--- config.mk ---
export PLATFORM = sky130hd
export DESIGN_NAME = dmm_mult
export DESIGN_NICKNAME = d
export VERILOG_FILES = /design/src/common/dmm_pkg.sv /design/src/dmm_mult.sv /design/src/dmm_stage.sv
export VERILOG_INCLUDE_DIRS = /design/src /design/src/common
export SDC_FILE = /design/constraint.sdc
export NUM_CORES = 2
export LEC_CHECK = 0
export ABC_AREA = 1
export BUFFER_PORTS_ARGS = -buffer_cell sky130_fd_sc_hd__buf_2
export CORE_ASPECT_RATIO = 1.4
export CORE_MARGIN = 10
export CORE_UTILIZATION = 45
export DETAILED_ROUTE_END_ITERATION = 6
export PLACE_DENSITY = 0.61
export SYNTH_ARGS = -nofsm -noshare
export SYNTH_HDL_FRONTEND = slang
export SYNTH_SLANG_ARGS = --single-unit
--- constraint.sdc ---
create_clock -name clk_sys_i -period 8.98 [get_ports clk_sys_i]
set_input_delay 1.347 -clock clk_sys_i [delete_from_list [all_inputs] [get_ports clk_sys_i]]
set_output_delay 1.347 -clock clk_sys_i [all_outputs]
set_load 0.02 [all_outputs]
--- src/common/dmm_cfg.svh ---
// Behaviour
// (RL1) one wide or two narrow multipliers
// (RL2) wide mode: 18x18 for 10-18 bit operands
// (RL3) wide: each operand, product optionally registered
// (RL4) wide: signed, unsigned or mixed operands
// (RL5) sign controls dynamic, each optionally registered
// (RL6) narrow mode: two independent 9x9 products
// (RL7) narrow: every operand, product independently registered
// (RL8) one A-sign control covers both A operands
// (RL9) driver keeps both B, both A alike
// (RL10) sign controls optionally registered once
// (RL11) high sign control means two's complement
// (RL12) product signed if any operand signed
// (RL13) outputs 36 bits wide, 18 per narrow
// (RL14) one clock, enable, clear for all
// (RL15) each stage one cycle; clear zeroes all
// (RL16) all bypassed: product is combinational
`ifndef DMM_CFG_SVH
`define DMM_CFG_SVH
// =====================================================
// widths
`define DMM_WIDE_W   18
`define DMM_NARROW_W 9
`define DMM_PROD_W   36
`define DMM_NPROD_W  18
// register-select bit positions in the stage mask
`define DMM_SEL_A0   0
`define DMM_SEL_A1   1
`define DMM_SEL_B0   2
`define DMM_SEL_B1   3
`define DMM_SEL_SA   4
`define DMM_SEL_SB   5
`define DMM_SEL_P0   6
`define DMM_SEL_P1   7
`define DMM_SEL_W    8
`endif

--- src/common/dmm_pkg.sv ---
package dmm_pkg;
  // operating modes of the block
  typedef enum logic {
    DMM_MODE_WIDE,
    DMM_MODE_NARROW
  } dmm_mode_t;
endpackage : dmm_pkg

--- src/dmm_mult.sv ---
`timescale 1ns/1ps
`include "dmm_cfg.svh"
module dmm_mult
  import dmm_pkg::*;
#(
  parameter int AW = `DMM_WIDE_W,
  parameter int NW = `DMM_NARROW_W
) (
  input  wire logic                   clk_sys_i,  // block clock
  input  wire logic                   rst_n_i,    // sync reset, low: loads zeros
  input  wire logic                   ena_i,      // shared clock enable
  input  wire logic                   aclr_i,     // asynchronous clear, high
  input  wire dmm_mode_t              mode_i,     // wide or narrow
  input  wire logic [`DMM_SEL_W-1:0]  reg_sel_i,  // per-stage register select
  input  wire logic [AW-1:0]          data_a_i,   // A: wide, or {A1,A0} narrow
  input  wire logic [AW-1:0]          data_b_i,   // B: wide, or {B1,B0} narrow
  input  wire logic                   sign_a_i,   // A treated signed when high
  input  wire logic                   sign_b_i,   // B treated signed when high
  output logic [2*AW-1:0]             result_o,   // wide product or {P1,P0}
  output logic                        result_signed_o // product is signed
);
  // =====================================================
  // clear and reset
  // the asynchronous clear goes straight to every stage; the reset stays
  // synchronous by forcing a load of zeros, so no gated logic ever drives
  // a clear pin and a glitch on the reset cannot wipe the pipeline
  logic clr;       // asynchronous clear of every stage
  logic ld_en;     // load strobe: enable, or reset forcing zeros in
  logic chk_off;   // clear or reset active: checks stand aside
  assign clr     = aclr_i;            // RL14
  assign ld_en   = ena_i | ~rst_n_i;  // RL14
  assign chk_off = aclr_i | ~rst_n_i;

  // =====================================================
  // input stages; halves are independent so narrow operands can differ
  logic [NW-1:0] a0_q, a1_q, b0_q, b1_q;
  logic          sa_q, sb_q;

  // operand A, low half: low wide bits, or A0 in narrow mode
  dmm_stage #(.W(NW)) u_a0 ( // RL3 RL7
    .clk_i     (clk_sys_i),
    .ena_i     (ld_en),
    .aclr_i    (clr),
    .use_reg_i (reg_sel_i[`DMM_SEL_A0]),
    .d_i       (rst_n_i ? data_a_i[NW-1:0] : '0),
    .q_o       (a0_q)
  );
  // operand A, high half: upper wide bits, or A1 in narrow mode
  dmm_stage #(.W(AW-NW)) u_a1 ( // RL3 RL7
    .clk_i     (clk_sys_i),
    .ena_i     (ld_en),
    .aclr_i    (clr),
    .use_reg_i (reg_sel_i[`DMM_SEL_A1]),
    .d_i       (rst_n_i ? data_a_i[AW-1:NW] : '0),
    .q_o       (a1_q)
  );
  // operand B, low half: low wide bits, or B0 in narrow mode
  dmm_stage #(.W(NW)) u_b0 ( // RL3 RL7
    .clk_i     (clk_sys_i),
    .ena_i     (ld_en),
    .aclr_i    (clr),
    .use_reg_i (reg_sel_i[`DMM_SEL_B0]),
    .d_i       (rst_n_i ? data_b_i[NW-1:0] : '0),
    .q_o       (b0_q)
  );
  // operand B, high half: upper wide bits, or B1 in narrow mode
  dmm_stage #(.W(AW-NW)) u_b1 ( // RL3 RL7
    .clk_i     (clk_sys_i),
    .ena_i     (ld_en),
    .aclr_i    (clr),
    .use_reg_i (reg_sel_i[`DMM_SEL_B1]),
    .d_i       (rst_n_i ? data_b_i[AW-1:NW] : '0),
    .q_o       (b1_q)
  );
  // sign controls get one optional stage to line up with registered data
  dmm_stage #(.W(1)) u_sa ( // RL5 RL10
    .clk_i     (clk_sys_i),
    .ena_i     (ld_en),
    .aclr_i    (clr),
    .use_reg_i (reg_sel_i[`DMM_SEL_SA]),
    .d_i       (rst_n_i & sign_a_i),
    .q_o       (sa_q)
  );
  dmm_stage #(.W(1)) u_sb ( // RL5 RL10
    .clk_i     (clk_sys_i),
    .ena_i     (ld_en),
    .aclr_i    (clr),
    .use_reg_i (reg_sel_i[`DMM_SEL_SB]),
    .d_i       (rst_n_i & sign_b_i),
    .q_o       (sb_q)
  );

  // =====================================================
  // multiplier stage: extend each operand by one bit per its sign control
  logic [AW-1:0]     wa, wb;
  logic [2*AW-1:0]   wprod, nprod;
  logic [2*NW-1:0]   np0, np1;
  logic signed [AW:0] wa_x, wb_x;
  logic signed [NW:0] a0_x, a1_x, b0_x, b1_x;
  logic signed [2*AW+1:0] wp_full;
  logic signed [2*NW+1:0] np0_full, np1_full;

  always_comb begin
    wa   = {a1_q, a0_q};
    wb   = {b1_q, b0_q};
    wa_x = {sa_q & wa[AW-1], wa}; // RL11 RL4
    wb_x = {sb_q & wb[AW-1], wb}; // RL11
    a0_x = {sa_q & a0_q[NW-1], a0_q}; // RL8
    a1_x = {sa_q & a1_q[NW-1], a1_q}; // RL8
    b0_x = {sb_q & b0_q[NW-1], b0_q}; // RL9 one sign for both B halves
    b1_x = {sb_q & b1_q[NW-1], b1_q};
    wp_full  = wa_x * wb_x; // RL2 RL12 full precision
    np0_full = a0_x * b0_x; // RL6
    np1_full = a1_x * b1_x; // RL6
    wprod = wp_full[2*AW-1:0];
    np0   = np0_full[2*NW-1:0];
    np1   = np1_full[2*NW-1:0];
    nprod = {np1, np0}; // RL13 18-bit section per product
  end

  // mode selects which product reaches the output register
  logic [2*AW-1:0] prod_sel;
  assign prod_sel = (mode_i == DMM_MODE_NARROW) ? nprod : wprod; // RL1

  // =====================================================
  // output stages: wide mode uses both halves, gated by P0 select
  logic [2*NW-1:0] p0_q, p1_q;
  logic            p1_use;
  logic            sg_q;
  assign p1_use = (mode_i == DMM_MODE_NARROW) ? reg_sel_i[`DMM_SEL_P1]
                                               : reg_sel_i[`DMM_SEL_P0];
  // product low section: P0 in narrow mode, low half of the wide product
  dmm_stage #(.W(2*NW)) u_p0 ( // RL7 RL13
    .clk_i     (clk_sys_i),
    .ena_i     (ld_en),
    .aclr_i    (clr),
    .use_reg_i (reg_sel_i[`DMM_SEL_P0]),
    .d_i       (rst_n_i ? prod_sel[2*NW-1:0] : '0),
    .q_o       (p0_q)
  );
  // product high section: P1 in narrow mode, upper half of the wide product
  dmm_stage #(.W(2*AW-2*NW)) u_p1 ( // RL7 RL13
    .clk_i     (clk_sys_i),
    .ena_i     (ld_en),
    .aclr_i    (clr),
    .use_reg_i (p1_use),
    .d_i       (rst_n_i ? prod_sel[2*AW-1:2*NW] : '0),
    .q_o       (p1_q)
  );
  // the sign flag rides with the low product section so that it always
  // describes the product on show; narrow users should select P0, P1 alike
  dmm_stage #(.W(1)) u_sg ( // RL12
    .clk_i     (clk_sys_i),
    .ena_i     (ld_en),
    .aclr_i    (clr),
    .use_reg_i (reg_sel_i[`DMM_SEL_P0]),
    .d_i       (rst_n_i & (sa_q | sb_q)),
    .q_o       (sg_q)
  );

  // bypass paths must stay combinational, so outputs are not re-registered
  assign result_o        = {p1_q, p0_q}; // RL16
  assign result_signed_o = sg_q;         // RL12

  // =====================================================
  // checks
  // all_byp marks the fully combinational setting of the block
  int unsigned all_byp;
  assign all_byp = (reg_sel_i == '0) ? 1 : 0;
endmodule : dmm_mult

--- src/dmm_stage.sv ---
`timescale 1ns/1ps
// optional register stage: registered or passed straight through
module dmm_stage #(
  parameter int W = 9
) (
  input  wire logic         clk_i,    // block clock
  input  wire logic         ena_i,    // shared clock enable
  input  wire logic         aclr_i,   // shared asynchronous clear, high
  input  wire logic         use_reg_i,// 1: registered, 0: bypass
  input  wire logic [W-1:0] d_i,      // data in
  output logic      [W-1:0] q_o       // data out
);
  logic [W-1:0] q_r;

  // =====================================================
  // storage; clear wins at once, regardless of the clock
  always_ff @(posedge clk_i or posedge aclr_i) begin
    if (aclr_i) begin
      q_r <= '0; // RL15
    end else if (ena_i) begin
      q_r <= d_i; // RL15
    end
  end

  assign q_o = use_reg_i ? q_r : d_i; // RL16
endmodule : dmm_stage

==> flow_summary.rst <==
.. list-table::
   :header-rows: 1

   * - Metric
     - Value
   * - Total power
     - just over 6 mW
   * - R2R Path Start
     - u_a1.q_r[8]
   * - Global-route track usage on met1
     - 30.5%
   * - Final core area utilization
     - between 60 and 70%
   * - Post-detailed-route DRC marker count
     - 0
   * - Clock latency reported for the late side of the worst-skew pair
     - 400 ps
   * - Overall overflow remaining after global route
     - 0
   * - Leakage dissipation
     - 15.4 nW
   * - Nature of the critical path endpoint
     - primary output
   * - Cell area after synthesis
     - 22400 sq um
   * - Slowest stage delay, CP
     - 610 ps
   * - Top-area cell type share of the netlist area
     - between 40 and 50%
   * - Biggest fanout along the worst timing path
     - 7
   * - WL per Instance
     - between 20 and 25 um
   * - PnR worst setup slack
     - -72.3 ps
   * - Post-route clock skew
     - ~15 ps
   * - Start point of the worst hold path
     - u_p1.q_r[11]
   * - Final count of hold timing violations
     - 0
   * - Iteration-0 DRC count of the detailed router
     - 1081
   * - Post-synthesis cell type with the largest combined area
     - sky130_fd_sc_hd__fa_1
   * - Total Routing Usage GR
     - 28.6%
   * - Combinational share of power
     - between 80 and 90%
   * - Sequential cell fraction of total power
     - 6.7%
   * - Width of the die
     - roughly 210 um
   * - Peak Freq
     - 0.110 GHz
   * - Die footprint
     - approximately 59000 sq um
   * - Largest voltage drop on the vdd net
     - 0.300 mV
   * - Antenna violations before repair
     - 3
   * - Clk slew on worst S/H paths
     - 70 ps
   * - Post-DP HPWL
     - approximately 72000 um
   * - Number of standard cells after synthesis
     - a little under 3000
   * - RSZ-0062 raised after global routing
     - yes
   * - GR Layer Usage met2
     - 52.7%
   * - Vias per std cell
     - 5.17
   * - Crit path time final
     - between 9000 and 10000 ps
   * - Register-to-Register Setup Slack
     - 2520 ps
   * - Critical Path RT
     - 7630 ps
   * - Bufs on Longest Clock Path
     - 2
   * - Starting utilization of the core area
     - around 46%
   * - Clk pwr share
     - 6.3%
   * - Type of element launching the critical path
     - primary input
   * - Clock tree from TritonCTS
     - built
   * - Crit-path slowest cell
     - sky130_fd_sc_hd__fa_2
   * - Total area of sequential cells
     - roughly 1900 sq um
   * - Worst Hold Path EP
     - u_p1.q_r[11]
   * - Final clock period utilization by the worst path
     - 101%
   * - Site Rows
     - 96
   * - Multi-input logic area
     - 19100 sq um
   * - Path category of the worst min-delay check
     - reg -> reg
   * - Mean instance size in the synthesized netlist
     - 7.76 sq um
   * - Total non-filler cell area in the finished layout
     - 29800 sq um
   * - Leading cell type in the layout, fill and taps excluded
     - sky130_fd_sc_hd__inv_1
   * - Flop and latch count out of synthesis
     - 75
   * - Height of the die
     - around 280 um
   * - Worst relative slew slack
     - roughly 23%
   * - Warnings from Yosys
     - 0
   * - Biggest area contributors in the synthesized netlist
     - sky130_fd_sc_hd__fa_1, sky130_fd_sc_hd__inv_1, sky130_fd_sc_hd__ha_1
   * - Number of placed I/O pins
     - 88
   * - Max-slew violation total from the final report
     - 0
   * - H-tree lvl count
     - 3
   * - Post-Synthesis Net Count
     - 3568
   * - Sequential cell area fraction in the yosys report
     - 8.39%
   * - Number of iterations in the first detailed-routing pass
     - 7
   * - Cell depth of the worst flop-to-flop path
     - 31
   * - Switching power total
     - 3.19 mW
   * - Least-Margin Pin Slew
     - between 1000 and 1500 ps
   * - Met3 demand-to-capacity share in global routing
     - 2.57%
   * - Maximum number of pins on one net before global-route repair
     - 86
   * - Routed vias
     - ~21000
   * - Internal power
     - 2.96 mW
   * - Pwr Density
     - roughly 200 nW/um^2
   * - Number of nets with antenna violations after routing
     - 0
   * - Routed wire length
     - ~85000 um
   * - Root Buffer
     - sky130_fd_sc_hd__clkbuf_16
   * - Min-Delay Path Depth
     - 2
   * - Area post-placement
     - ~27000 sq um
   * - Max-cap violations
     - 0
   * - Count of distinct cell types in the synthesized netlist
     - 44
   * - Vias in the first global route
     - 22493
   * - Worst hold slack after final layout
     - ~480 ps
   * - Failing checks
     - negative setup slack
   * - Aggregate negative setup slack
     - -266 ps
   * - Placer's final routability congestion estimate
     - roughly 1
   * - Post-synthesis to final-layout area growth
     - 33.4%
   * - Count of buffers from port buffering
     - 87
   * - Core Box Area
     - 49100 sq um
   * - Fraction of power spent switching nets
     - between 50% and 60%
   * - CTS sink count
     - 75
   * - Layout fillers
     - ~4500
   * - Fin nets
     - 4088
   * - Reg2Reg Capture Point
     - u_p1.q_r[17]
   * - Final count of negative-setup-slack endpoints
     - 7
   * - Arr. time, crit path
     - approximately 7700 ps
   * - Type of the setup path with the least slack
     - in -> out
   * - Commonest cells after routing, fill and taps aside
     - sky130_fd_sc_hd__inv_1, sky130_fd_sc_hd__nand2_1, sky130_fd_sc_hd__buf_4
   * - Most crowded layer after global routing
     - met2
   * - Wire length of the first global-routing pass
     - 129000 um
   * - Outcome
     - finished with violations
   * - Fraction of layout cells with a size suffix above 1
     - 30.0%
   * - Total CTS buffers
     - 9
## kinds of logic (layout without fill, tap and decap cells)
logic type	after synthesis	after routing	share of synthesized area, %
xor+xnor	24	24	0.939
simple gates	1036	1036	18.8
other cells	0	1	0
fa+ha+maj	634	634	50.6
flops	75	75	8.39
compound gates	305	305	7.48
buf+inv	809	1334	13.8
## flip-flops by register name, summed over array words and instances, names as in the netlist
| register | cells |
|---|---|
| u_sb.q_r | 1 |
| u_sg.q_r | 1 |
| u_a1.q_r | 9 |
| u_p1.q_r | 18 |
| u_sa.q_r | 1 |
| u_p0.q_r | 18 |
| u_b0.q_r | 9 |
| u_b1.q_r | 9 |
| u_a0.q_r | 9 |
## layer usage
metal | up-vias | wire length (um)
met5 | - | 0
li1 | 9653 | -
met4 | 0 | 6110
met3 | 226 | 3130
met1 | 10445 | 30100
met2 | 600 | 45900
## critical path, delay by kind of cell
family | cells | cell delay (ps)
buffers and inverters | 12 | 1180
and+or+nand+nor | 11 | 900
adders and majority gates | 8 | 3730
AOI/OAI and AO/OA | 3 | 490
## synth_stat cells, drive strengths merged
master / instances
a21oi: 85
buf: 31
nor4: 1
a21boi: 5
nand3: 118
xor2: 11
clkinv: 7
or2: 3
nand2: 601
a31o: 2
inv: 722
nand4: 28
nor3: 10
ha: 184
a21o: 3
nor3b: 1
o21ai: 190
o211ai: 5
xnor2: 13
dfrtp: 75
a31oi: 4
fa: 450
nor2: 270
nand3b: 4
o21bai: 4
o31ai: 1
clkbuf: 49
o21a: 6
## timing repair
action	CTS	global route
gates cloned	3	2
hold buffers	0	0
resized for setup	286	309
buffers inserted	41	52
setup endpoints to repair	26	27
pin swaps	88	195
## worst max-delay path by stage
stage	startpoint	endpoint	slack (ps)	depth (start not counted)
floorplan	rst_n_i	result_o[30]	-40	29
detailed placement	rst_n_i	result_o[27]	-620	25
global route	rst_n_i	result_o[34]	-280	33
global placement	rst_n_i	result_o[27]	-680	25
CTS	rst_n_i	result_o[27]	-60	31
finish	rst_n_i	result_o[34]	-70	34
## final cells by class
cell class	count	area share, %
repair buffers	589	16.5
well taps	637	2.67
flip-flops and latches	75	6.29
multi-input cells	1999	64.1
inverters	729	9.39
clock buffers	9	0.755
clock inverters	7	0.201
diodes	1	0.00839
## power groups by stage
stage                     Sequential [mW]  Clock, mW  Combinational, mW
after floorplan                     0.413          0               2.16
after global placement              0.417          0               3.88
after detailed placement            0.420          0               3.91
after CTS                           0.414      0.398               4.67
after global routing                0.419      0.406               5.78
final                               0.415      0.391               5.35
## per-stage QoR
stage	std cells	worst slack, ps
finish	4046	-72.3
CTS	3994	-59.6
detailed placement	3936	-622
global placement	3936	-681
global route	4045	-284
floorplan	2883	-37.6
Note: power is estimated with default switching activity, not from simulation.
